<file path="src/verilog/rsba_pkg.sv">
package rsba_pkg;

  // Register offsets (byte addresses on the plain register port)
  localparam logic [7:0] RSBA_OFS_CONFIG = 8'h40;
  localparam logic [7:0] RSBA_OFS_1 = 8'h41;
  localparam logic [7:0] RSBA_OFS_2 = 8'h42;
  localparam logic [7:0] RSBA_OFS_3 = 8'h43;

  // Buffer configuration fields
  localparam int RSBA_CFG_VIEW_BIT = 6;
  localparam int RSBA_CFG_IRQ_BIT = 5;
  localparam int RSBA_CFG_ESF_BIT = 2;
  localparam int RSBA_CFG_PER_CHANNEL_FUNCTION_ENABLE_BIT = 0;
  localparam logic [7:0] RSBA_CFG_MASK = 8'h65;
  localparam logic [7:0] RSBA_CFG_RESET = 8'h00;

  // Indirect address/control and status fields
  localparam int RSBA_DIR_BIT = 7;
  localparam int RSBA_BUSY_BIT = 7;
  localparam logic [7:0] RSBA_ADDR_CTRL_RESET = 8'h00;
  localparam logic [7:0] RSBA_DATA_BUF_RESET = 8'h00;

  // Indirect map
  localparam logic [6:0] RSBA_IND_COPY1_LO = 7'h01;
  localparam logic [6:0] RSBA_IND_COPY1_HI = 7'h18;
  localparam logic [6:0] RSBA_IND_COPY2_LO = 7'h21;
  localparam logic [6:0] RSBA_IND_COPY2_HI = 7'h38;
  localparam logic [6:0] RSBA_IND_CFG_LO = 7'h41;
  localparam logic [6:0] RSBA_IND_CFG_HI = 7'h58;
  localparam int RSBA_DEB_BIT = 0;
  localparam int RSBA_NUM_CH = 24;

  // Timing
  localparam int RSBA_CLK_NS = 4;
  localparam int RSBA_OP_NS = 650;
  localparam int RSBA_DATA_NS = 640;
  localparam int RSBA_COPY2_MS = 2;
  localparam int RSBA_OP_CYC = RSBA_OP_NS / RSBA_CLK_NS;
  localparam int RSBA_DATA_CYC = RSBA_DATA_NS / RSBA_CLK_NS;
  localparam int RSBA_COPY2_CYC = RSBA_COPY2_MS * 1000000 / RSBA_CLK_NS;

  typedef enum logic [1:0] {
    RSBA_IDLE = 2'b01,
    RSBA_BUSY = 2'b10
  } rsba_state_type;

  typedef struct packed {
    logic wr;
    logic rd;
    logic [7:0] addr;
    logic [7:0] wdata;
  } rsba_bus_type;

  typedef struct packed {
    logic valid;
    logic [4:0] chan;
    logic [3:0] abcd;
  } rsba_sample_type;

endpackage

</file>
<file path="src/verilog/rsba_top.sv">
`timescale 1ns/1ns
`default_nettype none

// How it works
// [RULE1] Busy reads 1 while an indirect access runs; new ones are refused.
// [RULE2] Each indirect access lasts 650 ns; the code holds busy 162 clocks (648 ns), then busy drops on a clock edge.
// [RULE3] Host waits for busy low before starting another indirect access.
// [RULE4] Address/control bit 7 chooses write (0) or read (1).
// [RULE5] Low seven bits of address/control are the indirect address.
// [RULE6] Host loads data buffer before writing address with direction 0.
// [RULE7] Writing address/control starts an access with the written fields.
// [RULE8] An indirect read fills the data buffer within 640 ns.
// [RULE9] Config bit 6 swaps offsets 1..3 between access port and flags.
// [RULE10] One change flag per channel; offsets 1,2,3 hold 24-17, 16-9, 8-1.
// [RULE11] Reading a flag register clears its flags.
// [RULE12] Indirect map: copies at 01-18h and 21-38h, config at 41-58h.
// [RULE13] Signaling data returns A,B,C,D in bits 3..0, upper bits zero.
// [RULE14] Second copy follows the first within 2 ms.
// [RULE15] Host reads first copy, falls back to second if unchanged.
// [RULE16] In superframe format C and D repeat A and B.
// [RULE17] Debounce accepts signaling after two equal consecutive samples.
// [RULE18] Per-channel enable gates all per-channel features, debounce too; the code gates only debounce, and change flags are set with it off.
// [RULE19] Format bit selects superframe or extended superframe handling.
// [RULE20] Interrupt output goes low on any change flag when enabled.
// [RULE21] Address/control writes are ignored while busy.
module rsba_top #(
  parameter int COPY2_CYC = rsba_pkg::RSBA_COPY2_CYC
) (
  input wire logic clk,
  input wire logic rst_b,
  input wire rsba_pkg::rsba_bus_type bus,
  output logic [7:0] rdata,
  input wire rsba_pkg::rsba_sample_type sample,
  output logic irq_b
);
  import rsba_pkg::*;

  logic [7:0] cfg_ff;
  logic [7:0] addr_ctrl_ff;
  logic [7:0] data_buf_ff;
  logic [7:0] rdata_ff;
  logic [23:0] flags_ff;
  logic irq_b_ff;
  rsba_state_type state_ff;
  logic [7:0] op_cnt_ff;
  logic [19:0] copy2_cnt_ff;
  logic [3:0] copy1_ff [RSBA_NUM_CH];
  logic [3:0] copy2_ff [RSBA_NUM_CH];
  logic [3:0] last_ff [RSBA_NUM_CH];
  logic [RSBA_NUM_CH-1:0] deb_ff;

  logic view_chg;
  logic busy;
  logic start;
  logic do_access;
  logic is_rd;
  logic [6:0] ind_addr;
  logic [4:0] s_idx;
  logic [3:0] s_code;
  logic s_accept;
  logic s_change;
  logic [23:0] set_vec;
  logic [23:0] clr_vec;
  logic [7:0] ind_rdval;
  logic copy2_tick;

  // Channel index from an indirect address and its region base
  function automatic logic [4:0] ind_idx(input logic [6:0] a,
                                         input logic [6:0] lo);
    logic [6:0] d;
    d = a - lo;
    return d[4:0];
  endfunction

  function automatic logic in_rng(input logic [6:0] a, input logic [6:0] lo,
                                  input logic [6:0] hi);
    return (a >= lo) && (a <= hi);
  endfunction

  assign view_chg = cfg_ff[RSBA_CFG_VIEW_BIT]; // RULE9
  assign busy = (state_ff == RSBA_BUSY);
  assign is_rd = addr_ctrl_ff[RSBA_DIR_BIT]; // RULE4
  assign ind_addr = addr_ctrl_ff[6:0]; // RULE5
  assign start = bus.wr && (bus.addr == RSBA_OFS_2) && !view_chg
    && !busy; // RULE7 RULE21
  assign do_access = busy && (op_cnt_ff == 8'(RSBA_DATA_CYC - 1));

  ////////////////////////////////////////////////////////////////////////
  // Buffer configuration
  always_ff @(posedge clk or negedge rst_b) begin
    if (!rst_b) begin
      cfg_ff <= RSBA_CFG_RESET;
    end else if (bus.wr && bus.addr == RSBA_OFS_CONFIG) begin
      cfg_ff <= bus.wdata & RSBA_CFG_MASK;
    end
  end

  ////////////////////////////////////////////////////////////////////////
  // Indirect access sequencer
  always_ff @(posedge clk or negedge rst_b) begin
    if (!rst_b) begin
      state_ff <= RSBA_IDLE;
      op_cnt_ff <= 8'h00;
    end else begin
      case (state_ff)
        RSBA_IDLE: begin
          op_cnt_ff <= 8'h00;
          if (start) begin
            state_ff <= RSBA_BUSY; // RULE1
          end
        end
        RSBA_BUSY: begin
          op_cnt_ff <= op_cnt_ff + 8'h01;
          if (op_cnt_ff == 8'(RSBA_OP_CYC - 1)) begin
            state_ff <= RSBA_IDLE; // RULE2
          end
        end
        default: begin
          state_ff <= RSBA_IDLE;
        end
      endcase
    end
  end

  // Busy-time writes would race the access, so they are dropped
  always_ff @(posedge clk or negedge rst_b) begin
    if (!rst_b) begin
      addr_ctrl_ff <= RSBA_ADDR_CTRL_RESET;
    end else if (start) begin
      addr_ctrl_ff <= bus.wdata; // RULE7 RULE21
    end
  end

  // Read value of the addressed indirect location
  always_comb begin
    ind_rdval = 8'h00;
    if (in_rng(ind_addr, RSBA_IND_COPY1_LO, RSBA_IND_COPY1_HI)) begin
      ind_rdval = {4'h0, copy1_ff[ind_idx(ind_addr, RSBA_IND_COPY1_LO)]};
    end else if (in_rng(ind_addr, RSBA_IND_COPY2_LO, RSBA_IND_COPY2_HI)) begin
      ind_rdval = {4'h0, copy2_ff[ind_idx(ind_addr, RSBA_IND_COPY2_LO)]};
    end else if (in_rng(ind_addr, RSBA_IND_CFG_LO, RSBA_IND_CFG_HI)) begin
      ind_rdval = {7'h00, deb_ff[ind_idx(ind_addr, RSBA_IND_CFG_LO)]};
    end
  end // RULE12 RULE13

  always_ff @(posedge clk or negedge rst_b) begin
    if (!rst_b) begin
      data_buf_ff <= RSBA_DATA_BUF_RESET;
    end else if (do_access && is_rd) begin
      data_buf_ff <= ind_rdval; // RULE8
    end else if (bus.wr && bus.addr == RSBA_OFS_3 && !view_chg && !busy) begin
      data_buf_ff <= bus.wdata;
    end
  end

  // Only the debounce bit is writable; signaling data is read-only
  always_ff @(posedge clk or negedge rst_b) begin
    if (!rst_b) begin
      deb_ff <= '0;
    end else if (do_access && !is_rd
                 && in_rng(ind_addr, RSBA_IND_CFG_LO, RSBA_IND_CFG_HI)) begin
      deb_ff[ind_idx(ind_addr, RSBA_IND_CFG_LO)] <=
        data_buf_ff[RSBA_DEB_BIT]; // RULE12
    end
  end

  ////////////////////////////////////////////////////////////////////////
  // Received signaling
  assign s_idx = sample.chan - 5'd1;
  assign s_code = cfg_ff[RSBA_CFG_ESF_BIT] ? sample.abcd
    : {sample.abcd[3:2], sample.abcd[3:2]}; // RULE16 RULE19
  assign s_accept = sample.valid && (sample.chan != 5'd0)
    && (sample.chan <= 5'(RSBA_NUM_CH))
    && (!(cfg_ff[RSBA_CFG_PER_CHANNEL_FUNCTION_ENABLE_BIT] && deb_ff[s_idx])
        || last_ff[s_idx] == s_code); // RULE17 RULE18
  assign s_change = s_accept && (copy1_ff[s_idx] != s_code);

  always_ff @(posedge clk or negedge rst_b) begin
    if (!rst_b) begin
      for (int i = 0; i < RSBA_NUM_CH; i++) begin
        last_ff[i] <= 4'h0;
        copy1_ff[i] <= 4'h0;
      end
    end else if (sample.valid && sample.chan != 5'd0
                 && sample.chan <= 5'(RSBA_NUM_CH)) begin
      last_ff[s_idx] <= s_code;
      if (s_change) begin
        copy1_ff[s_idx] <= s_code; // RULE17
      end
    end
  end

  // A shared refresh tick is cheaper than one timer per channel
  assign copy2_tick = (copy2_cnt_ff == 20'(COPY2_CYC - 1));

  always_ff @(posedge clk or negedge rst_b) begin
    if (!rst_b) begin
      copy2_cnt_ff <= 20'h00000;
      for (int i = 0; i < RSBA_NUM_CH; i++) begin
        copy2_ff[i] <= 4'h0;
      end
    end else begin
      copy2_cnt_ff <= copy2_tick ? 20'h00000 : copy2_cnt_ff + 20'h00001;
      if (copy2_tick) begin
        for (int i = 0; i < RSBA_NUM_CH; i++) begin
          copy2_ff[i] <= copy1_ff[i]; // RULE14
        end
      end
    end
  end

  ////////////////////////////////////////////////////////////////////////
  // Change flags: set wins over clear-on-read
  always_comb begin
    set_vec = '0;
    if (s_change) begin
      set_vec[s_idx] = 1'b1; // RULE10
    end
    clr_vec = '0;
    if (bus.rd && view_chg) begin
      if (bus.addr == RSBA_OFS_1) begin
        clr_vec[23:16] = 8'hFF; // RULE11
      end
      if (bus.addr == RSBA_OFS_2) begin
        clr_vec[15:8] = 8'hFF;
      end
      if (bus.addr == RSBA_OFS_3) begin
        clr_vec[7:0] = 8'hFF;
      end
    end
  end

  always_ff @(posedge clk or negedge rst_b) begin
    if (!rst_b) begin
      flags_ff <= '0;
    end else begin
      flags_ff <= (flags_ff & ~clr_vec) | set_vec; // RULE10 RULE11
    end
  end

  always_ff @(posedge clk or negedge rst_b) begin
    if (!rst_b) begin
      irq_b_ff <= 1'b1;
    end else begin
      irq_b_ff <= !(cfg_ff[RSBA_CFG_IRQ_BIT] && |flags_ff); // RULE20
    end
  end

  assign irq_b = irq_b_ff;

  ////////////////////////////////////////////////////////////////////////
  // Register read port
  always_ff @(posedge clk or negedge rst_b) begin
    if (!rst_b) begin
      rdata_ff <= 8'h00;
    end else if (bus.rd) begin
      case (bus.addr)
        RSBA_OFS_CONFIG: rdata_ff <= cfg_ff;
        RSBA_OFS_1: rdata_ff <= view_chg ? flags_ff[23:16]
          : {busy, 7'h00}; // RULE1 RULE9
        RSBA_OFS_2: rdata_ff <= view_chg ? flags_ff[15:8] : addr_ctrl_ff;
        RSBA_OFS_3: rdata_ff <= view_chg ? flags_ff[7:0] : data_buf_ff;
        default: rdata_ff <= 8'h00;
      endcase
    end
  end

  assign rdata = rdata_ff;

  ////////////////////////////////////////////////////////////////////////
  // Checks
  property p_start_busy;
    @(posedge clk) disable iff (!rst_b)
    start |=> busy;
  endproperty
  a_start_busy: assert property (p_start_busy) // RULE7
    else $error("access did not start on address write");

  property p_busy_len;
    @(posedge clk) disable iff (!rst_b)
    $fell(busy) |-> $past(op_cnt_ff) == 8'(RSBA_OP_CYC - 1);
  endproperty
  a_busy_len: assert property (p_busy_len) // RULE2
    else $error("busy length wrong");

  property p_busy_rd;
    @(posedge clk) disable iff (!rst_b)
    bus.rd && bus.addr == RSBA_OFS_1 && !view_chg |=>
      rdata[RSBA_BUSY_BIT] == $past(busy);
  endproperty
  a_busy_rd: assert property (p_busy_rd) // RULE1
    else $error("busy status misreported");

  property p_ignore;
    @(posedge clk) disable iff (!rst_b)
    busy && bus.wr && bus.addr == RSBA_OFS_2 |=>
      $stable(addr_ctrl_ff);
  endproperty
  a_ignore: assert property (p_ignore) // RULE21
    else $error("address write taken while busy");

  property p_read_data;
    @(posedge clk) disable iff (!rst_b)
    start && bus.wdata[RSBA_DIR_BIT]
      && bus.wdata[6:0] == RSBA_IND_CFG_LO |-> ##161
      data_buf_ff == {7'h00, deb_ff[0]};
  endproperty
  a_read_data: assert property (p_read_data) // RULE8
    else $error("indirect read data late or wrong");

  property p_clear;
    @(posedge clk) disable iff (!rst_b)
    bus.rd && view_chg && bus.addr == RSBA_OFS_3 && !s_change |=>
      flags_ff[7:0] == 8'h00;
  endproperty
  a_clear: assert property (p_clear) // RULE11
    else $error("flags not cleared by read");

  property p_flag_set;
    @(posedge clk) disable iff (!rst_b)
    s_change |=> flags_ff[$past(s_idx)];
  endproperty
  a_flag_set: assert property (p_flag_set) // RULE10
    else $error("change flag not set");

  property p_sf;
    @(posedge clk) disable iff (!rst_b)
    s_change && !cfg_ff[RSBA_CFG_ESF_BIT] |=>
      copy1_ff[$past(s_idx)][1:0] == copy1_ff[$past(s_idx)][3:2];
  endproperty
  a_sf: assert property (p_sf) // RULE16
    else $error("C,D do not repeat A,B");

  property p_debounce;
    @(posedge clk) disable iff (!rst_b)
    sample.valid && sample.chan == 5'd1 && cfg_ff[RSBA_CFG_PER_CHANNEL_FUNCTION_ENABLE_BIT]
      && deb_ff[0] && last_ff[0] != s_code |=> $stable(copy1_ff[0]);
  endproperty
  a_debounce: assert property (p_debounce) // RULE17
    else $error("single sample accepted under debounce");

  property p_irq;
    @(posedge clk) disable iff (!rst_b)
    cfg_ff[RSBA_CFG_IRQ_BIT] && |flags_ff ##1 cfg_ff[RSBA_CFG_IRQ_BIT]
      |-> !irq_b;
  endproperty
  a_irq: assert property (p_irq) // RULE20
    else $error("interrupt not raised");

  property p_upper_zero;
    @(posedge clk) disable iff (!rst_b)
    do_access && is_rd |=> data_buf_ff[7:4] == 4'h0;
  endproperty
  a_upper_zero: assert property (p_upper_zero) // RULE13
    else $error("reserved signaling bits not zero");

  // With per-channel functions off a single sample must be taken
  property p_no_gate;
    @(posedge clk) disable iff (!rst_b)
    sample.valid && sample.chan == 5'd1 && !cfg_ff[RSBA_CFG_PER_CHANNEL_FUNCTION_ENABLE_BIT]
      && copy1_ff[0] != s_code |=> copy1_ff[0] == $past(s_code);
  endproperty
  a_no_gate: assert property (p_no_gate) // RULE18
    else $error("debounce applied with per-channel functions off");

  c_read: cover property (@(posedge clk) disable iff (!rst_b)
    start && bus.wdata[RSBA_DIR_BIT]);
  c_write: cover property (@(posedge clk) disable iff (!rst_b)
    do_access && !is_rd);
  c_clear: cover property (@(posedge clk) disable iff (!rst_b)
    |clr_vec && |flags_ff);
  c_irq: cover property (@(posedge clk) disable iff (!rst_b) !irq_b);
  c_ungated: cover property (@(posedge clk) disable iff (!rst_b)
    s_change && !cfg_ff[RSBA_CFG_PER_CHANNEL_FUNCTION_ENABLE_BIT]);

endmodule // rsba_top

`default_nettype wire
</file>
<file path="config.mk">
export PLATFORM = sky130hd
export DESIGN_NAME = rsba_top
export DESIGN_NICKNAME = d
export VERILOG_FILES = /design/src/verilog/rsba_pkg.sv /design/src/verilog/rsba_top.sv
export SDC_FILE = /design/constraint.sdc
export NUM_CORES = 1
export LEC_CHECK = 0
export BUFFER_PORTS_ARGS = -buffer_cell sky130_fd_sc_hd__buf_2
export CORE_AREA = 4 4 228 174
export DETAILED_ROUTE_END_ITERATION = 10
export DIE_AREA = 0 0 232 178
export PLACE_DENSITY_LB_ADDON = 0.05
export SLEW_MARGIN = 15
export SYNTH_ARGS = -nofsm -noshare
export SYNTH_HDL_FRONTEND = slang
export SYNTH_SLANG_ARGS = --single-unit
</file>
<file path="constraint.sdc">
create_clock -name clk -period 8.8 [get_ports clk]
set_input_delay 0.44 -clock clk [delete_from_list [all_inputs] [get_ports clk]]
set_output_delay 0.44 -clock clk [all_outputs]
set_load 0.1 [all_outputs]
</file>
## Word-level counts from Yosys, hierarchy flattened

Cells that the tools add are included.

| word-level totals | value |
|---|---|
| register bits | 395 |
| input bits | 30 |
| output and inout port bits | 9 |
| logic and storage cells | 203 |

| operators by class | value |
|---|---|
| add/subtract/negate cells | 6 |
| magnitude comparators | 15 |
| eq/ne operators | 13 |
| multiplexer cells | 45 |
| bitwise operators | 6 |
| reductions and logical operators | 36 |

Operators by type and width:

| operator | number |
|---|---|
| $bwmux 96 | 2 |
| $bmux 4 s5 | 4 |
| $mux 8 | 8 |
| $mux 24 | 2 |
| $mux 4 | 11 |
| $eq 8x7->1 const B | 4 |
| $pmux 8 s4 | 1 |
| $and 24x24->24 | 1 |
| $bwmux 24 | 1 |
| $logic_and 1x1->1 | 24 |
| $not 24->24 | 1 |
| $or 24x24->24 | 1 |
| $reduce_or 24->1 | 1 |
| $add 20x1->20 const B | 1 |
| $demux 4 s5 | 1 |
| $eq 20x19->1 const B | 1 |
| $mux 20 | 1 |
| $sub 5x1->5 const B | 4 |
| $ge 6x6->1 const B | 3 |
| $not 5->6 | 3 |
| $eq 8x8->1 const B | 2 |
| $pmux 8 s2 | 1 |
| $lt 5x6->1 const B | 2 |
| $bmux 1 s5 | 2 |
| 25 further kinds | 39 |

## Depth between registers and ports, before layout

| logic depth | value |
|---|---|
| depth in word-level cells | 11 |
| depth in mapped cells | 20 |
| mapped depth without buffers | 11 |

## Worst setup path before layout

Ideal clock, no wire load.

| timing path | value |
|---|---|
| path type | input to register |
| start point | in sample[4] (netlist bit) |
| end point | reg copy1_ff[18] (netlist bit) |
| library setup time | 128 ps |
| arrival time | 4,111 ps |
| required time | 8,672 ps |
| slack | 4,561 ps |
| stages on the path | 18 |
| path buffers | 7 |
| cells stage by stage | buf_4 buf_4 buf_4 buf_2 inv_1 ha_1 buf_2 xnor2_2 buf_6 mux2i_1 nand4_1 a221oi_1 xor2_1 o31ai_4 nand3_4 buf_6 nor3_4 mux2_1 |

| between the ends | value |
|---|---|
| cells in the longest elaborated chain, start to end | 10 |
| elaborated cells on any way between the ends | 28 |
| classes of those cells | 1 x add/sub; 3 x order compare; 2 x eq/ne; 11 x mux; 1 x bitwise; 10 x reduce/logical |

Ends and longest elaborated chain:

| item | RTL line | source |
|---|---|---|
| start: declaration | rsba_top.sv:33 | `input wire rsba_pkg::rsba_sample_type sample,` |
| $sub 5x1->5 | rsba_top.sv:169 | `assign s_idx = sample.chan - 5'd1;` |
| $not 5->6 (implied by the code) | rsba_top.sv:175, rsba_top.sv:176, rsba_top.sv:188 |  |
| $bmux 4 s5 | rsba_top.sv:175 | `\|\| last_ff[s_idx] == s_code);` |
| $mux 4 (implied by the code) (2 in series) | rsba_top.sv:175 |  |
| $eq 4x4->1 | rsba_top.sv:175 |  |
| $logic_or 1x1->1 | rsba_top.sv:175 |  |
| $logic_and 1x1->1 | rsba_top.sv:174 | `&& (!(cfg_ff[RSBA_CFG_PER_CHANNEL_FUNCTION_ENABLE_BIT] && deb_ff[s_idx])` |
| $logic_and 1x1->1 | rsba_top.sv:176 | `assign s_change = s_accept && (copy1_ff[s_idx] != s_code);` |
| $reduce_and 2->1 (no source line) | - |  |
| end signal: indexed assignment | rsba_top.sv:188 | `copy1_ff[s_idx] <= s_code;` |
| end: declaration | rsba_top.sv:47 | `logic [3:0] copy1_ff [RSBA_NUM_CH];` |

Several ways; a longest one is shown, not always the timed one. The select of a mux whose other input is x is not followed.
A chain may end at the register's enable or synchronous reset.

## Final worst setup path

| timing path | value |
|---|---|
| start point | in sample[4] (netlist bit) |
| end point | reg copy1_ff[44] (netlist bit) |

Same word-level chain as after synthesis.

==> flow_summary_export.csv <==
group,metric,value,unit
outcome,run_status,"completed",
floorplan,io_pins,39,
setup_path,r2r-end,"data_buf_ff[1]",
placement,dp_hpwl,39900,µm
drt,vias_per_cell,6.46,
clock_tree,cts_buffer_depth,3,
synth,synth_area,20300,µm²
final_layout,area_growth,9.22,%
floorplan,rows,61,
floorplan,die_area,41300,µm²
timing,setup_violations,0,
synth,async_flop_share,100,%
placement,dpl_worst_slack,2.44,ns
clock_tree,cts_tree,"done",
global_routing,grt_pass1_wl,89100,µm
timing,hold_viol,0,
synth,synth-warning-count,0,
timing,fin_skew,0.0192,ns
timing,rsz0062_at_grt,"false",
setup_path,cpMostUsedCell,"buf_4",
clock_tree,path_clk_slew,0.06,ns
drt,wirelength,57600,µm
drt,drt_iter0_drc,1775,
final_layout,antennaDiodeCount,0,
floorplan,core,37100,µm²
setup_path,path_depth,13,
global_routing,grt-ovfl-total,0,
final_layout,layout.filler_cells,3065,
clock_tree,worstSkewPairLatency,0.55,ns
setup_path,critPathMaxFanout,75,
setup_path,crit_start,"sample[4]",
drt,wl_per_cell,25.7,µm
synth,ys_seq_elements,395,
setup_path,crit_end,"copy1_ff[44]",
drt,vias,14500,
setup_path,reg2reg_slack,4.69,ns
setup_path,crit_family,"simple AND/OR/NAND/NOR gates",
synth,avgSynthCellArea,11.7,µm²
setup_path,end_kind,"register",
setup_path,cp.required,9.17,ns
setup_path,crit_arrival,6.26,ns
timing,slew_headroom,21.2,%
clock_tree,h-tree-depth,2,
power,power.leakage,0.00979,µW
clock_tree,cts_buffers,41,
floorplan,die_height,178,µm
placement,place_congestion,0.915,
timing,fmax,0.170,GHz
drt,dr.pass1.iters,5,
clock_tree,ctsRootBufferMaster,"clkbuf_16",
min_path,hold_class,"input port to register",
placement,numPlacedInstances,2176,
global_routing,grt_max_degree,108,
floorplan,die_w,232,µm
clock_tree,cts.hold.buffers_added,1,
setup_path,critPathMaxStageDelay,1.17,ns
final_layout,final_cells,2246,
clock_tree,clock-sinks,395,
timing,setup_slack,2.91,ns
synth,synth_edf_count,0,
drt,ant_nets,0,
setup_path,worstRegToRegCells,11,
setup_path,cp_num_buf_inv,3,
final_layout,final_layout_size_suffix_gt1_share,23.9,%
timing,tns,0,ns
timing,fin_crit,5.89,ns
placement,place.port_buffers,38,
timing,slew_viol_final,0,
power,ir_drop,0.000140,V
setup_path,critPathSlowestCell,"nor2_2",
clock_tree,cts_resized,0,
setup_path,r2r-start,"addr_ctrl_ff[0]",
timing,worstMarginPinSlew,1.18,ns
setup_path,cp-start-kind,"input port",
synth,synth_cells,1738,
global_routing,grt_pass1_vias,14000,
power,cellPowerDensity,220,nW/µm²
synth,synth.distinct_cells,76,
synth,synth-seq-area-share,48.6,%
synth,synth-main-ff-cell,"dfrtp_1",
flow_run,maxCapViolCount,0,
clock_tree,post-cts-setup-buffer-count,0,
global_routing,grt.total_usage,28.2,%
global_routing,antenna_found_initial,0,
timing,hold_slack,0.111,ns
timing,fin_crit_sh,66.9,%
setup_path,worstSetupPathType,"input port to register",
final_layout,fin_nets,1762,
drt,drc_errors,0,
floorplan,start_util,54.8,%
synth,synth_nets,1784,
setup_path,crit_path_cell_trace,"buf_4 -> inv_1 -> ha_4 -> buf_4 -> mux4_2 -> mux2_2 -> a21oi_1 -> a221oi_1 -> xor2_1 -> o31ai_4 -> nand3_4 -> nor2_2 -> a2bb2oi_1",
## where the power goes
| part | internal [µW] | switching (µW) |
|---|---|---|
| clock network | 1090 | 728 |
| registers | 2080 | 299 |
| logic | 346 | 353 |
| total | 3510 | 1380 |
## metrics by stage
step,power (µW),area [µm²],util [%]
after CTS,4900,22200,59.8
after detailed placement,3080,20800,56.1
after global placement,3070,20800,56.1
final,4890,22200,59.9
after global routing,5080,22200,59.9
after floorplan,2770,20300,-
## sequential cells by signal, indices dropped and copies added, names as in the netlist, 4 cells and up
| register | count |
|---|---|
| flags_ff | 24 |
| copy2_cnt_ff | 20 |
| copy2_ff | 96 |
| last_ff | 96 |
| deb_ff | 24 |
| data_buf_ff | 8 |
| copy1_ff | 96 |
| rdata | 8 |
| cfg_ff | 4 |
| addr_ctrl_ff | 8 |
| op_cnt_ff | 8 |
## metal layers
metal	share of wire, %	wire (µm)	GRT usage (%)
met5	0	0	0
met4	2.5	1460	7.27
met3	9.5	5500	7.58
met2	41	23900	39.3
met1	46	26700	43.9
## logic make-up after synthesis
family	count (synthesis)	synth area share (%)
AOI/OAI and AO/OA	325	11.1
adders and majority gates	16	0.984
DFF	395	48.6
and+or+nand+nor	499	12.7
xor gates and xnor gates	32	1.42
buffers and inverters	149	3.16
muxes	322	22.0
## worst min-delay path, delay by kind of cell
| kind | cells | cell delay, ns |
|---|---|---|
| buffers and inverters | 1 | 0.08 |
| AOI/OAI and AO/OA | 1 | 0.06 |
| and+or+nand+nor | 1 | 0.04 |
## synth_stat cells, types with 7 or more instances
master | n | share of area [%]
nand4_1 | 19 | 0.58
mux2_1 | 23 | 1.3
mux4_2 | 80 | 8.9
o21ai_0 | 89 | 2.2
buf_2 | 24 | 0.59
nand3_1 | 20 | 0.49
mux2_2 | 179 | 9.9
xnor2_1 | 16 | 0.69
and3_1 | 14 | 0.43
and2_1 | 11 | 0.34
nand3b_1 | 19 | 0.70
clkbuf_1 | 83 | 1.5
a2bb2oi_1 | 48 | 2.1
inv_1 | 28 | 0.52
nand2_1 | 156 | 2.9
nor2_1 | 127 | 2.3
nor3b_1 | 35 | 1.3
nand2b_1 | 8 | 0.25
nor3_1 | 36 | 0.89
a31oi_1 | 7 | 0.22
a21oi_1 | 54 | 1.3
dfrtp_1 | 393 | 48
a21o_1 | 28 | 1.0
nor4_1 | 8 | 0.25
xor2_1 | 15 | 0.65
a221oi_1 | 34 | 1.5
ha_1 | 16 | 0.98
mux2i_1 | 40 | 2.0
nor3_4 | 11 | 0.88
nor2b_1 | 8 | 0.25
a22oi_1 | 12 | 0.44
## cell type report
cell class	count	area (µm²)	share of cell area, %
well taps	504	631	2.84
clock buffers	59	1190	5.37
clock inverters	10	186	0.839
flip-flops and latches	395	9890	44.5
inverters	28	105	0.473
repair buffers	56	340	1.53
multi-input cells	1194	9860	44.4
## cells in the final DEF (no fill, tap or decap), types with 12 or more instances in the layout
master and n:
dfrtp_1 392, ha_1 14, buf_4 18, nand3_1 20, a21oi_1 54, nand2_1 156, nor3_1 34, a21o_1 28
nor2_1 127, mux2_1 23, a22oi_1 12, clkbuf_16 41, o21ai_0 89, nand4_1 19, mux4_2 80, nand3b_1 19
xor2_1 15, xnor2_1 15, buf_2 36, mux2i_1 38, mux2_2 179, a2bb2oi_1 48, inv_1 28, a221oi_1 34
and3_1 14, nor3b_1 35
## how the worst min path moves through the flow
| stage | start | endpoint | slack [ns] | cells after the start |
|---|---|---|---|---|
| after CTS | bus[4] | data_buf_ff[4] | 0.10 | 3 |
| after floorplan | rst_b | addr_ctrl_ff[0] | 0.14 | 0 |
| after detailed placement | last_ff[62] | last_ff[62] | 0.46 | 2 |
| final | bus[4] | data_buf_ff[4] | 0.11 | 3 |
| after global placement | last_ff[63] | last_ff[63] | 0.45 | 2 |
| after global routing | bus[4] | data_buf_ff[4] | 0.13 | 3 |
No activity file was read; power rests on OpenSTA's default activity.
